--- src/rtl/aoc_pkg.sv ---
// package: constants and types for the alarm output conditioner
`default_nettype none
package aoc_pkg;
  localparam int unsigned NUM_ALARMS = 4;
  localparam int unsigned NUM_EVENTS = 6;
  localparam int unsigned TYPE_W = 5;
  localparam int unsigned DELAY_W = 10;
  localparam int unsigned LEVEL_W = 3;
  // alarm type codes that gate the latch and delay features
  localparam logic [4:0] TYPE_NONE = 5'h00;
  localparam logic [4:0] TYPE_LOOP_BREAK = 5'h0c;
  localparam logic [4:0] TYPE_EXCLUDED_13 = 5'h0d;
  // greatest delay setting in seconds
  localparam logic [9:0] DELAY_MAX_S = 10'h3e7;
  // operating levels; the setup levels force latched outputs off
  localparam logic [2:0] LVL_OPERATION = 3'h0;
  localparam logic [2:0] LVL_ADJUST = 3'h1;
  localparam logic [2:0] LVL_INITIAL = 3'h2;
  localparam logic [2:0] LVL_COMMS = 3'h3;
  localparam logic [2:0] LVL_ADVANCED = 3'h4;
  localparam logic [2:0] LVL_CALIBRATION = 3'h5;
  // one-second prescaler at a 200 MHz clock
  localparam int unsigned CLK_HZ = 200000000;
  localparam int unsigned TICK_PERIOD_S = 1;
  localparam int unsigned TICK_CYCLES = CLK_HZ * TICK_PERIOD_S;
  localparam int unsigned TICK_W = 28;
  localparam logic [27:0] TICK_RESET = 28'h0000000;
  localparam logic [9:0] DELAY_RESET = 10'h000;
  // per-alarm delay states
  typedef enum logic [3:0] {
    AOC_IDLE = 4'b0001,
    AOC_ON_WAIT = 4'b0010,
    AOC_ACTIVE = 4'b0100,
    AOC_OFF_WAIT = 4'b1000
  } aoc_dly_state_t;
endpackage
`default_nettype wire

--- src/rtl/aoc_delay_if.sv ---
// interface: one alarm's delay channel between top and delay unit
`default_nettype none
interface aoc_delay_if;
  logic cond;
  logic enable;
  logic [9:0] on_delay;
  logic [9:0] off_delay;
  logic delayed;
  modport ctrl (output cond, output enable, output on_delay, output off_delay, input delayed);
  modport unit (input cond, input enable, input on_delay, input off_delay, output delayed);
endinterface
`default_nettype wire

--- src/rtl/aoc_delay_unit.sv ---
// module: ON and OFF delay timer for one alarm
`default_nettype none
module aoc_delay_unit (
  input wire logic clock,
  input wire logic rst_n,
  input wire logic tick,
  aoc_delay_if.unit ch
);
  aoc_pkg::aoc_dly_state_t state_q;
  aoc_pkg::aoc_dly_state_t state_d;
  logic [9:0] cnt_q;
  logic [9:0] cnt_d;

  // next state: a zero setting skips the wait entirely
  always_comb
  begin
    state_d = state_q;
    cnt_d = cnt_q;
    if (!ch.enable)
    begin
      state_d = ch.cond ? aoc_pkg::AOC_ACTIVE : aoc_pkg::AOC_IDLE;
      cnt_d = aoc_pkg::DELAY_RESET;
    end
    else
    begin
      case (state_q)
        aoc_pkg::AOC_IDLE:
        begin
          cnt_d = aoc_pkg::DELAY_RESET;
          if (ch.cond && ch.on_delay == aoc_pkg::DELAY_RESET)
            state_d = aoc_pkg::AOC_ACTIVE;
          else if (ch.cond)
            state_d = aoc_pkg::AOC_ON_WAIT;
        end
        aoc_pkg::AOC_ON_WAIT:
        begin
          if (!ch.cond)
          begin
            state_d = aoc_pkg::AOC_IDLE;
            cnt_d = aoc_pkg::DELAY_RESET;
          end
          else if (tick)
          begin
            // one count past the setting: the first tick lands part-way into a second
            cnt_d = cnt_q + 10'h001;
            if (cnt_d > ch.on_delay)
            begin
              state_d = aoc_pkg::AOC_ACTIVE;
              cnt_d = aoc_pkg::DELAY_RESET;
            end
          end
        end
        aoc_pkg::AOC_ACTIVE:
        begin
          cnt_d = aoc_pkg::DELAY_RESET;
          if (!ch.cond && ch.off_delay == aoc_pkg::DELAY_RESET)
            state_d = aoc_pkg::AOC_IDLE;
          else if (!ch.cond)
            state_d = aoc_pkg::AOC_OFF_WAIT;
        end
        aoc_pkg::AOC_OFF_WAIT:
        begin
          if (ch.cond)
          begin
            state_d = aoc_pkg::AOC_ACTIVE;
            cnt_d = aoc_pkg::DELAY_RESET;
          end
          else if (tick)
          begin
            // one count past the setting so a full off delay always elapses
            cnt_d = cnt_q + 10'h001;
            if (cnt_d > ch.off_delay)
            begin
              state_d = aoc_pkg::AOC_IDLE;
              cnt_d = aoc_pkg::DELAY_RESET;
            end
          end
        end
        default:
        begin
          state_d = aoc_pkg::AOC_IDLE;
          cnt_d = aoc_pkg::DELAY_RESET;
        end
      endcase
    end
  end

  // state registers
  always_ff @(posedge clock or negedge rst_n)
  begin
    if (!rst_n)
    begin
      state_q <= aoc_pkg::AOC_IDLE;
      cnt_q <= aoc_pkg::DELAY_RESET;
    end
    else
    begin
      state_q <= state_d;
      cnt_q <= cnt_d;
    end
  end

  // output holds through the off wait, stays low through the on wait
  assign ch.delayed = (state_q == aoc_pkg::AOC_ACTIVE) || (state_q == aoc_pkg::AOC_OFF_WAIT);

  property p_on_wait_low;
    @(posedge clock) disable iff (!rst_n)
    (state_q == aoc_pkg::AOC_IDLE && ch.enable && ch.cond && ch.on_delay != 10'h000)
      |=> !ch.delayed;
  endproperty
  a_on_wait_low: assert property (p_on_wait_low) else $error("on delay not honoured");

  property p_zero_on;
    @(posedge clock) disable iff (!rst_n)
    (state_q == aoc_pkg::AOC_IDLE && ch.cond && (ch.on_delay == 10'h000 || !ch.enable))
      |=> ch.delayed;
  endproperty
  a_zero_on: assert property (p_zero_on) else $error("zero on delay waited");

  property p_off_wait_high;
    @(posedge clock) disable iff (!rst_n)
    (state_q == aoc_pkg::AOC_ACTIVE && ch.enable && !ch.cond && ch.off_delay != 10'h000)
      |=> ch.delayed;
  endproperty
  a_off_wait_high: assert property (p_off_wait_high) else $error("off delay not honoured");

  property p_zero_off;
    @(posedge clock) disable iff (!rst_n)
    (state_q == aoc_pkg::AOC_ACTIVE && !ch.cond && (ch.off_delay == 10'h000 || !ch.enable))
      |=> !ch.delayed;
  endproperty
  a_zero_off: assert property (p_zero_off) else $error("zero off delay waited");

  property p_restart;
    @(posedge clock) disable iff (!rst_n)
    (state_q == aoc_pkg::AOC_ON_WAIT && !ch.cond) |=> (state_q == aoc_pkg::AOC_IDLE);
  endproperty
  a_restart: assert property (p_restart) else $error("on wait not restarted");

  c_on_wait: cover property (@(posedge clock) state_q == aoc_pkg::AOC_ON_WAIT ##1
    state_q == aoc_pkg::AOC_ACTIVE);
  c_off_wait: cover property (@(posedge clock) state_q == aoc_pkg::AOC_OFF_WAIT ##1
    state_q == aoc_pkg::AOC_IDLE);
endmodule
`default_nettype wire

--- src/rtl/aoc_top.sv ---
// module: alarm output conditioner top with latch, level forcing and polarity
`default_nettype none
// Contract
// - with hold enabled, an alarm stays asserted after its condition clears
// - function key set to latch cancel clears every held latch
// - any of six event inputs set to latch cancel clears latches
// - reset (power cycle) starts every latch inactive
// - entering initial, comms, advanced or calibration level forces latched outputs off
// - while held, close-in-alarm output stays closed, open-in-alarm stays open
// - hold applies to alarm 1 if type nonzero, alarms 2-4 if not 0 or 12
// - output stays inactive until the ON delay expires after condition rises
// - ON delay of zero asserts the output without waiting
// - output stays active until the OFF delay expires after condition falls
// - OFF delay of zero deasserts the output without waiting
// - delays apply only when assigned and type is not 0, 12 or 13
module aoc_top (
  input wire logic clock,
  input wire logic rstn,
  input wire logic [3:0] alarm_cond,
  input wire logic [3:0] alarm_assigned,
  input wire logic [19:0] alarm_type,
  input wire logic alarm1_hold_enable,
  input wire logic alarm2_hold_enable,
  input wire logic alarm3_hold_enable,
  input wire logic alarm4_hold_enable,
  input wire logic [39:0] on_delay_s,
  input wire logic [39:0] off_delay_s,
  input wire logic [3:0] open_in_alarm,
  input wire logic function_key,
  input wire logic function_key_is_latch_cancel_function,
  input wire logic [5:0] event_in,
  input wire logic [5:0] event_is_latch_cancel_function,
  input wire logic [2:0] operating_level,
  output logic [3:0] aux_out,
  output logic [3:0] alarm_state
);
  logic rst_meta_q;
  logic rst_n_q;
  logic [3:0] cond_s1_q;
  logic [3:0] cond_s2_q;
  logic key_s1_q;
  logic key_s2_q;
  logic key_prev_q;
  logic [5:0] ev_s1_q;
  logic [5:0] ev_s2_q;
  logic [5:0] ev_prev_q;
  logic [27:0] tick_cnt_q;
  logic [27:0] tick_cnt_d;
  logic tick;
  logic [3:0] hold_en;
  logic [3:0] hold_ok;
  logic [3:0] dly_ok;
  logic [3:0] delayed;
  logic [3:0] latch_q;
  logic [3:0] latch_d;
  logic [3:0] state_d;
  logic [3:0] state_q;
  logic [3:0] aux_d;
  logic [3:0] aux_q;
  logic [2:0] level_q;
  logic cancel;
  logic setup_level;
  logic level_entry;

  // ------------------------------------------------------------
  // reset and input synchronisers
  // ------------------------------------------------------------

  // reset release through two flops; assertion stays asynchronous
  always_ff @(posedge clock or negedge rstn)
  begin
    if (!rstn)
    begin
      rst_meta_q <= 1'b0;
      rst_n_q <= 1'b0;
    end
    else
    begin
      rst_meta_q <= 1'b1;
      rst_n_q <= rst_meta_q;
    end
  end

  // pin synchronisers; the second stage feeds logic, plus the key and event edge-detect flops behind it
  always_ff @(posedge clock or negedge rst_n_q)
  begin
    if (!rst_n_q)
    begin
      cond_s1_q <= 4'h0;
      cond_s2_q <= 4'h0;
      key_s1_q <= 1'b0;
      key_s2_q <= 1'b0;
      key_prev_q <= 1'b0;
      ev_s1_q <= 6'h00;
      ev_s2_q <= 6'h00;
      ev_prev_q <= 6'h00;
    end
    else
    begin
      cond_s1_q <= alarm_cond;
      cond_s2_q <= cond_s1_q;
      key_s1_q <= function_key;
      key_s2_q <= key_s1_q;
      key_prev_q <= key_s2_q;
      ev_s1_q <= event_in;
      ev_s2_q <= ev_s1_q;
      ev_prev_q <= ev_s2_q;
    end
  end

  // ------------------------------------------------------------
  // one-second timing
  // ------------------------------------------------------------

  always_comb
  begin
    tick = (tick_cnt_q == 28'(aoc_pkg::TICK_CYCLES - 1));
    tick_cnt_d = tick ? aoc_pkg::TICK_RESET : tick_cnt_q + 28'h0000001;
  end

  always_ff @(posedge clock or negedge rst_n_q)
  begin
    if (!rst_n_q)
      tick_cnt_q <= aoc_pkg::TICK_RESET;
    else
      tick_cnt_q <= tick_cnt_d;
  end

  // ------------------------------------------------------------
  // alarm conditioning
  // ------------------------------------------------------------

  always_comb
  begin
    hold_en = {alarm4_hold_enable, alarm3_hold_enable, alarm2_hold_enable, alarm1_hold_enable};
    for (int i = 0; i < 4; i++)
    begin
      if (i == 0)
        hold_ok[i] = alarm_assigned[i] && hold_en[i] && (alarm_type[i*5 +: 5] != aoc_pkg::TYPE_NONE);
      else
        hold_ok[i] = alarm_assigned[i] && hold_en[i]
          && (alarm_type[i*5 +: 5] != aoc_pkg::TYPE_NONE)
          && (alarm_type[i*5 +: 5] != aoc_pkg::TYPE_LOOP_BREAK);
      dly_ok[i] = alarm_assigned[i]
        && (alarm_type[i*5 +: 5] != aoc_pkg::TYPE_NONE)
        && (alarm_type[i*5 +: 5] != aoc_pkg::TYPE_LOOP_BREAK)
        && (alarm_type[i*5 +: 5] != aoc_pkg::TYPE_EXCLUDED_13);
    end
  end

  // per-alarm delay units
  for (genvar g = 0; g < 4; g++)
  begin : g_dly
    aoc_delay_if dch ();
    assign dch.cond = cond_s2_q[g];
    assign dch.enable = dly_ok[g];
    // settings above the documented ceiling are clamped
    assign dch.on_delay = (on_delay_s[g*10 +: 10] > aoc_pkg::DELAY_MAX_S) ?
      aoc_pkg::DELAY_MAX_S : on_delay_s[g*10 +: 10];
    assign dch.off_delay = (off_delay_s[g*10 +: 10] > aoc_pkg::DELAY_MAX_S) ?
      aoc_pkg::DELAY_MAX_S : off_delay_s[g*10 +: 10];
    assign delayed[g] = dch.delayed;
    aoc_delay_unit u_dly (
      .clock(clock),
      .rst_n(rst_n_q),
      .tick(tick),
      .ch(dch)
    );
  end

  // cancel sources and level-entry detect; edge so a held key does not block new alarms
  always_comb
  begin
    cancel = (function_key_is_latch_cancel_function && key_s2_q && !key_prev_q)
      || (|(event_is_latch_cancel_function & ev_s2_q & ~ev_prev_q));
    setup_level = (operating_level == aoc_pkg::LVL_INITIAL)
      || (operating_level == aoc_pkg::LVL_COMMS)
      || (operating_level == aoc_pkg::LVL_ADVANCED)
      || (operating_level == aoc_pkg::LVL_CALIBRATION);
    level_entry = setup_level && (operating_level != level_q);
  end

  // latch, state and polarity next values
  always_comb
  begin
    latch_d = latch_q;
    for (int i = 0; i < 4; i++)
    begin
      if (cancel || !hold_ok[i])
        latch_d[i] = 1'b0;
      // capture and hold; a fresh alarm wins over a cancel
      if (hold_ok[i] && delayed[i])
        latch_d[i] = 1'b1;
      // forced off on entering a setup level
      if (level_entry)
        latch_d[i] = 1'b0;
    end
    state_d = setup_level ? 4'h0 : (delayed | latch_d);
    aux_d = state_d ^ open_in_alarm;
  end

  always_ff @(posedge clock or negedge rst_n_q)
  begin
    if (!rst_n_q)
    begin
      latch_q <= 4'h0;
      state_q <= 4'h0;
      aux_q <= 4'h0;
      level_q <= aoc_pkg::LVL_OPERATION;
    end
    else
    begin
      latch_q <= latch_d;
      state_q <= state_d;
      aux_q <= aux_d;
      level_q <= operating_level;
    end
  end

  assign aux_out = aux_q;
  assign alarm_state = state_q;

  // ------------------------------------------------------------
  // assertions and covers
  // ------------------------------------------------------------

  property p_hold;
    @(posedge clock) disable iff (!rst_n_q)
    (latch_q[0] && hold_ok[0] && !cancel && !setup_level && !level_entry) |=> latch_q[0];
  endproperty
  a_hold: assert property (p_hold) else $error("held alarm dropped");

  property p_key_cancel;
    @(posedge clock) disable iff (!rst_n_q)
    (function_key_is_latch_cancel_function && key_s2_q && !key_prev_q && !delayed[1])
      |=> !latch_q[1];
  endproperty
  a_key_cancel: assert property (p_key_cancel) else $error("key cancel ignored");

  property p_event_cancel;
    @(posedge clock) disable iff (!rst_n_q)
    ((|(event_is_latch_cancel_function & ev_s2_q & ~ev_prev_q)) && !delayed[2])
      |=> !latch_q[2];
  endproperty
  a_event_cancel: assert property (p_event_cancel) else $error("event cancel ignored");

  property p_reset_clear;
    @(posedge clock) $rose(rst_n_q) |-> (latch_q == 4'h0);
  endproperty
  a_reset_clear: assert property (p_reset_clear) else $error("latch set after reset");

  property p_setup_off;
    @(posedge clock) disable iff (!rst_n_q)
    setup_level |=> (alarm_state == 4'h0);
  endproperty
  a_setup_off: assert property (p_setup_off) else $error("output on in setup level");

  property p_polarity;
    @(posedge clock) disable iff (!rst_n_q)
    1'b1 |=> (aux_out == (alarm_state ^ $past(open_in_alarm)));
  endproperty
  a_polarity: assert property (p_polarity) else $error("polarity wrong");

  property p_lbr_no_hold;
    @(posedge clock) disable iff (!rst_n_q)
    (alarm_type[9:5] == aoc_pkg::TYPE_LOOP_BREAK) |=> !latch_q[1];
  endproperty
  a_lbr_no_hold: assert property (p_lbr_no_hold) else $error("hold on excluded type");

  property p_no_delay_13;
    @(posedge clock) disable iff (!rst_n_q)
    (alarm_type[9:5] == aoc_pkg::TYPE_EXCLUDED_13 && alarm_assigned[1] && !setup_level
      && cond_s2_q[1]) ##1 !setup_level |=> alarm_state[1];
  endproperty
  a_no_delay_13: assert property (p_no_delay_13) else $error("delay on excluded type");

  property p_unassigned_pass;
    @(posedge clock) disable iff (!rst_n_q)
    (!alarm_assigned[2] && !setup_level && cond_s2_q[2]) ##1 !setup_level |=> alarm_state[2];
  endproperty
  a_unassigned_pass: assert property (p_unassigned_pass) else $error("unassigned delayed");

  property p_entry_clear;
    @(posedge clock) disable iff (!rst_n_q)
    level_entry |=> (latch_q == 4'h0) && (alarm_state == 4'h0);
  endproperty
  a_entry_clear: assert property (p_entry_clear) else $error("latch kept on setup entry");

  property p_held_polarity;
    @(posedge clock) disable iff (!rst_n_q)
    (latch_q[0] && hold_ok[0] && !cancel && !setup_level)
      |=> alarm_state[0] && (aux_out[0] == !$past(open_in_alarm[0]));
  endproperty
  a_held_polarity: assert property (p_held_polarity) else $error("held output moved");

  // alarm 1 keeps its hold on the loop-break code that alarms 2-4 refuse
  property p_first_hold_type;
    @(posedge clock) disable iff (!rst_n_q)
    (alarm_assigned[0] && alarm1_hold_enable && alarm_type[4:0] == aoc_pkg::TYPE_LOOP_BREAK
      && delayed[0] && !setup_level) |=> latch_q[0];
  endproperty
  a_first_hold_type: assert property (p_first_hold_type) else $error("alarm 1 hold lost");

  c_latch_held: cover property (@(posedge clock) latch_q[0] && !cond_s2_q[0]);
  c_key: cover property (@(posedge clock) cancel ##1 latch_q == 4'h0);
  c_setup: cover property (@(posedge clock) level_entry);
endmodule
`default_nettype wire

--- config.mk ---
export PLATFORM = sky130hd
export DESIGN_NAME = aoc_top
export DESIGN_NICKNAME = d
export VERILOG_FILES = /design/src/rtl/aoc_pkg.sv /design/src/rtl/aoc_delay_if.sv /design/src/rtl/aoc_delay_unit.sv /design/src/rtl/aoc_top.sv
export SDC_FILE = /design/constraint.sdc
export NUM_CORES = 1
export LEC_CHECK = 0
export BUFFER_PORTS_ARGS = -buffer_cell sky130_fd_sc_hd__buf_2
export CAP_MARGIN = 20
export CORE_ASPECT_RATIO = 1.4
export CORE_MARGIN = 2
export CORE_UTILIZATION = 40
export CTS_CLUSTER_DIAMETER = 50
export CTS_CLUSTER_SIZE = 25
export DETAILED_ROUTE_END_ITERATION = 6
export GPL_TIMING_DRIVEN = 0
export PLACE_DENSITY_LB_ADDON = 0.3
export SLEW_MARGIN = 20
export SYNTH_ARGS = -nofsm -noshare
export SYNTH_HDL_FRONTEND = slang
export SYNTH_SLANG_ARGS = --single-unit
--- constraint.sdc ---
create_clock -name clock -period 6.1 [get_ports clock]
set_clock_uncertainty 0.2 [all_clocks]
set_input_delay 0.305 -clock clock [delete_from_list [all_inputs] [get_ports clock]]
set_output_delay 0.305 -clock clock [all_outputs]
set_load 0.02 [all_outputs]
==> results.sh <==
export IMPL_cts_tree="done"
export IMPL_yosysWarnings=0
export IMPL_vias_per_cell=5.31
export IMPL_synthAdderAreaFrac_pct=11.9
export IMPL_netlist_top_cell_by_area="dfrtp_1"
export IMPL_fin_setup_tns_ns=0
export IMPL_fp_coreArea_sq_um=21900
export IMPL_ioPinCount=143
export IMPL_seqPwrFrac_pct=39.1
export IMPL_syn_area_per_cell_sq_um=8.54
export IMPL_cp_cell_sequence="and3_1, and3_1, clkbuf_1, nand3_1, xnor2_1, ha_1, a211oi_1, o21ai_0, a211oi_1, o2111ai_1, nand2_1, nand2_1, o21ai_0"
export IMPL_critical_path_required_ns=6.23
export IMPL_synth_top_family_by_area="simple AND/OR/NAND/NOR gates"
export IMPL_p_int_w=0.00174
export IMPL_combinationalPowerShare_pct=20.0
export IMPL_ant_nets=0
export IMPL_hold_viol_final=0
export IMPL_cts_hold_buf=20
export IMPL_max_cap_violations=0
export IMPL_antennaDiodeCount=0
export IMPL_stdcell_area_sq_um=10900
export IMPL_start_util_pct=40.9
export IMPL_cts_buffers=17
export IMPL_cts_sinks=130
export IMPL_synth_area_leaders="dfrtp_1 (35%), ha_1 (12%), nand2_1 (6.1%)"
export IMPL_crit_family="compound AO/OA/AOI/OAI gates"
export IMPL_cts_repair_resized=0
export IMPL_io_buffers=142
export IMPL_clk_pin_slew_ns=0.07
export IMPL_setup_viol=0
export IMPL_fp_dieW_microns=131
export IMPL_placed_area_sq_um=10100
export IMPL_swShare_pct=29.8
export IMPL_max_stage_delay_ns=0.43
export IMPL_power_density_nw_per_um2=227
export IMPL_synth_enable_flop_cells=0
export IMPL_min_period_over_period_pct=60.3
export IMPL_status="completed"
export IMPL_wl_mm=21.7
export IMPL_dieArea_sq_um=23700
export IMPL_ys_seq_area_share_pct=36.3
export IMPL_grt_ovfl_total=0
export IMPL_hold_path_class="primary input to flop"
export IMPL_synth_nets=1270
export IMPL_post_cts_buffers=0
export IMPL_rows=64
export IMPL_worst_pin_slew_ns=0.823
export IMPL_drive_above_1_share_pct=16.8
export IMPL_timing_fmax_mhz=272
export IMPL_syn_inst=1050
export IMPL_die_height_microns=181
export IMPL_cts_buffer_depth=2
export IMPL_cp_arrival_ns=3.81
export IMPL_finalWeightedCongestion=0.877
export IMPL_ir_worst_vdd_mv=0.199
export IMPL_dp_hpwl_mm=17.0
export IMPL_synthToLayoutAreaGrowth_pct=21.6
export IMPL_synth_cell_type_count=69
export IMPL_p_clk_share_pct=40.9
export IMPL_async_flop_share_pct=100
export IMPL_syn_area_sq_um=8970
export IMPL_grt_use_total_pct=18.7
export IMPL_clock_latency_ns=0.42
export IMPL_synth_compound_area_share_pct=13.1
export IMPL_htreeDepth=4
export IMPL_grt_max_degree=58
export IMPL_ctsRootBufferMaster="clkbuf_16"
export IMPL_synth_ff_type="dfrtp_1"
export IMPL_ys_seq_elements=130
export IMPL_slew_headroom_pct=44.7
export IMPL_synth_mux_area_share_pct=0.628
export IMPL_p_sw_w=0.000737
export IMPL_cp_num_buf_inv=1
export IMPL_synth_xor_area_share_pct=6.35
export IMPL_post_drt_wl_per_cell_microns=14.0
export IMPL_grt_pass1_wl_mm=35.9
export IMPL_cellLeakagePower_nw=5.30
export IMPL_synth_top_area_share_pct=35.2
export IMPL_grt_pass1_vias=7852
export IMPL_path_max_fanout=7
export IMPL_nNetsFinal=1454
export IMPL_vias=8193
export IMPL_drt_iter0_markers=393
export IMPL_crit_slowest_cell="dfrtp_1"
export IMPL_path_class="flop to flop"
export IMPL_antenna_found_initial=1
export IMPL_startpoint_type="flop"
export IMPL_cp_end_kind="flop"
export IMPL_yosys_area_share_simple_pct=28.3
export IMPL_period_needed_ns=3.68
export IMPL_drc=0
export IMPL_finalMaxSlewViolations=0
export IMPL_first_pass_iters=4
export IMPL_rsz0062_at_grt="no"
cell usage in the layout, fill, tap and decap left out, types with 4 or more instances in the layout:
master         instances
mux2_2                 5
or2_2                  6
a211o_1                5
nor3b_1                4
and3_1                20
clkbuf_1              18
dlygate4sd3_1         20
o21a_1                 5
a211oi_1               9
nor4_1                16
o22ai_1                7
dfrtp_1              125
nor2b_1               16
ha_1                  85
clkbuf_16             17
and2_1                 5
clkinv_4               5
nand4_1               39
or4_1                  4
inv_1                 59
xnor2_1               37
o2111ai_1              5
xor2_1                28
nor2_1                88
nor3_1                31
dfstp_2                4
buf_2                145
nand3_1               48
or3_1                 11
o31ai_1                5
a21o_1                 8
a21oi_1               48
nand2_1              145
and4_1                10
o21ai_0               55
nand4b_1               4
nand2b_1              39
state kept, by name (all words and copies together) (netlist names), 3 cells and up:
| register | count |
|---|---|
| aux_out | 4 |
| g_dly.u_dly.state_q | 16 |
| cond_s2_q | 4 |
| latch_q | 4 |
| level_q | 3 |
| ev_prev_q | 6 |
| alarm_state | 4 |
| tick_cnt_q | 28 |
| ev_s1_q | 6 |
| g_dly.u_dly.cnt_q | 40 |
| cond_s1_q | 4 |
| ev_s2_q | 6 |
final timing paths:
| path | from | cells after the start | slack [ns] | end |
|---|---|---|---|---|
| worst max-delay path | g_dly[2].u_dly.cnt_q[2]$_DFFE_PN0P_ | 13 | 2.42 | g_dly[2].u_dly.cnt_q[2]$_DFFE_PN0P_ |
| worst min-delay path | alarm4_hold_enable | 5 | 0.04 | latch_q[3]$_DFF_PN0_ |
| max in group asynchronous | rst_n_q$_DFF_PN0_ | 2 | 4.61 | g_dly[3].u_dly.state_q[0]$_DFFE_PN1P_ |
| worst min register to register | rst_n_q$_DFF_PN0_ | 0 | 0.12 | g_dly[1].u_dly.state_q[2]$_DFFE_PN0P_ |
| min in group asynchronous | rst_n_q$_DFF_PN0_ | 0 | 0.12 | g_dly[1].u_dly.state_q[2]$_DFFE_PN0P_ |
| worst max register to register | g_dly[2].u_dly.cnt_q[2]$_DFFE_PN0P_ | 13 | 2.42 | g_dly[2].u_dly.cnt_q[2]$_DFFE_PN0P_ |
kinds of logic after synthesis:
family	count (synthesis)
compound gates	183
xor+xnor	65
fa+ha+maj	85
buf+inv	80
flops	130
mux	5
other cells	1
simple gates	501
synthesized netlist by cell type, drive strengths merged (18+ instances only):
master and n:
nor3 31, nand2 145, inv 59, a21oi 48, nand3 50, o21ai 56, ha 85, nor4 18
xor2 28, xnor2 37, nand2b 39, nor2 88, and3 21, dfrtp 126, nand4 39
worst register-to-register path, stage by stage (launching register included):
cell	delay, ns
dfrtp_1	0.43
and3_1	0.21
and3_1	0.15
clkbuf_1	0.22
nand3_1	0.13
xnor2_1	0.37
ha_1	0.33
a211oi_1	0.19
o21ai_0	0.13
a211oi_1	0.24
o2111ai_1	0.32
nand2_1	0.34
nand2_1	0.14
o21ai_0	0.19
layout make-up:
type | count | area (sq um)
plain buffers | 21 | 82.6
clock buffers | 18 | 429
inverters | 59 | 221
well taps | 297 | 372
repair buffers | 165 | 966
multi-input cells | 840 | 5420
fillers | 2118 | 11000
clock inverters | 14 | 158
flip-flops and latches | 130 | 3260
per-layer routing:
layer / up-vias / global-route usage, % / share of wire (%)
met2: 156 / 32.7 / 50
met4: 2 / 6.81 / 2.4
met1: 3873 / 23.0 / 44
li1: 4125 / - / -
met5: - / 0 / 0.060
met3: 37 / 3.08 / 3.1
power groups by stage:
stage               Sequential (W)  Clock [W]  Combinational, W
finish                    0.000966    0.00101          0.000495
floorplan                 0.000991          0          0.000311
CTS                       0.000966    0.00104          0.000496
global route              0.000975    0.00107          0.000558
detailed placement        0.000981          0          0.000484
global placement          0.000992          0          0.000458
stage by stage:
| stage | std cells | setup WS [ns] | hold slack, ns | util (%) | power, W |
|---|---|---|---|---|---|
| after CTS | 1544 | 2.42 | 0.0232 | 49.7 | 0.00250 |
| after global placement | 1489 | 0.446 | -0.108 | 45.8 | 0.00145 |
| after global routing | 1544 | 2.08 | 0.0583 | 49.7 | 0.00261 |
| after floorplan | 1050 | 2.02 | -0.191 | - | 0.00130 |
| final | 1544 | 2.42 | 0.0355 | 49.7 | 0.00247 |
| after detailed placement | 1492 | 2.44 | -0.107 | 46.1 | 0.00147 |
No activity file was read; power rests on OpenSTA's default activity.
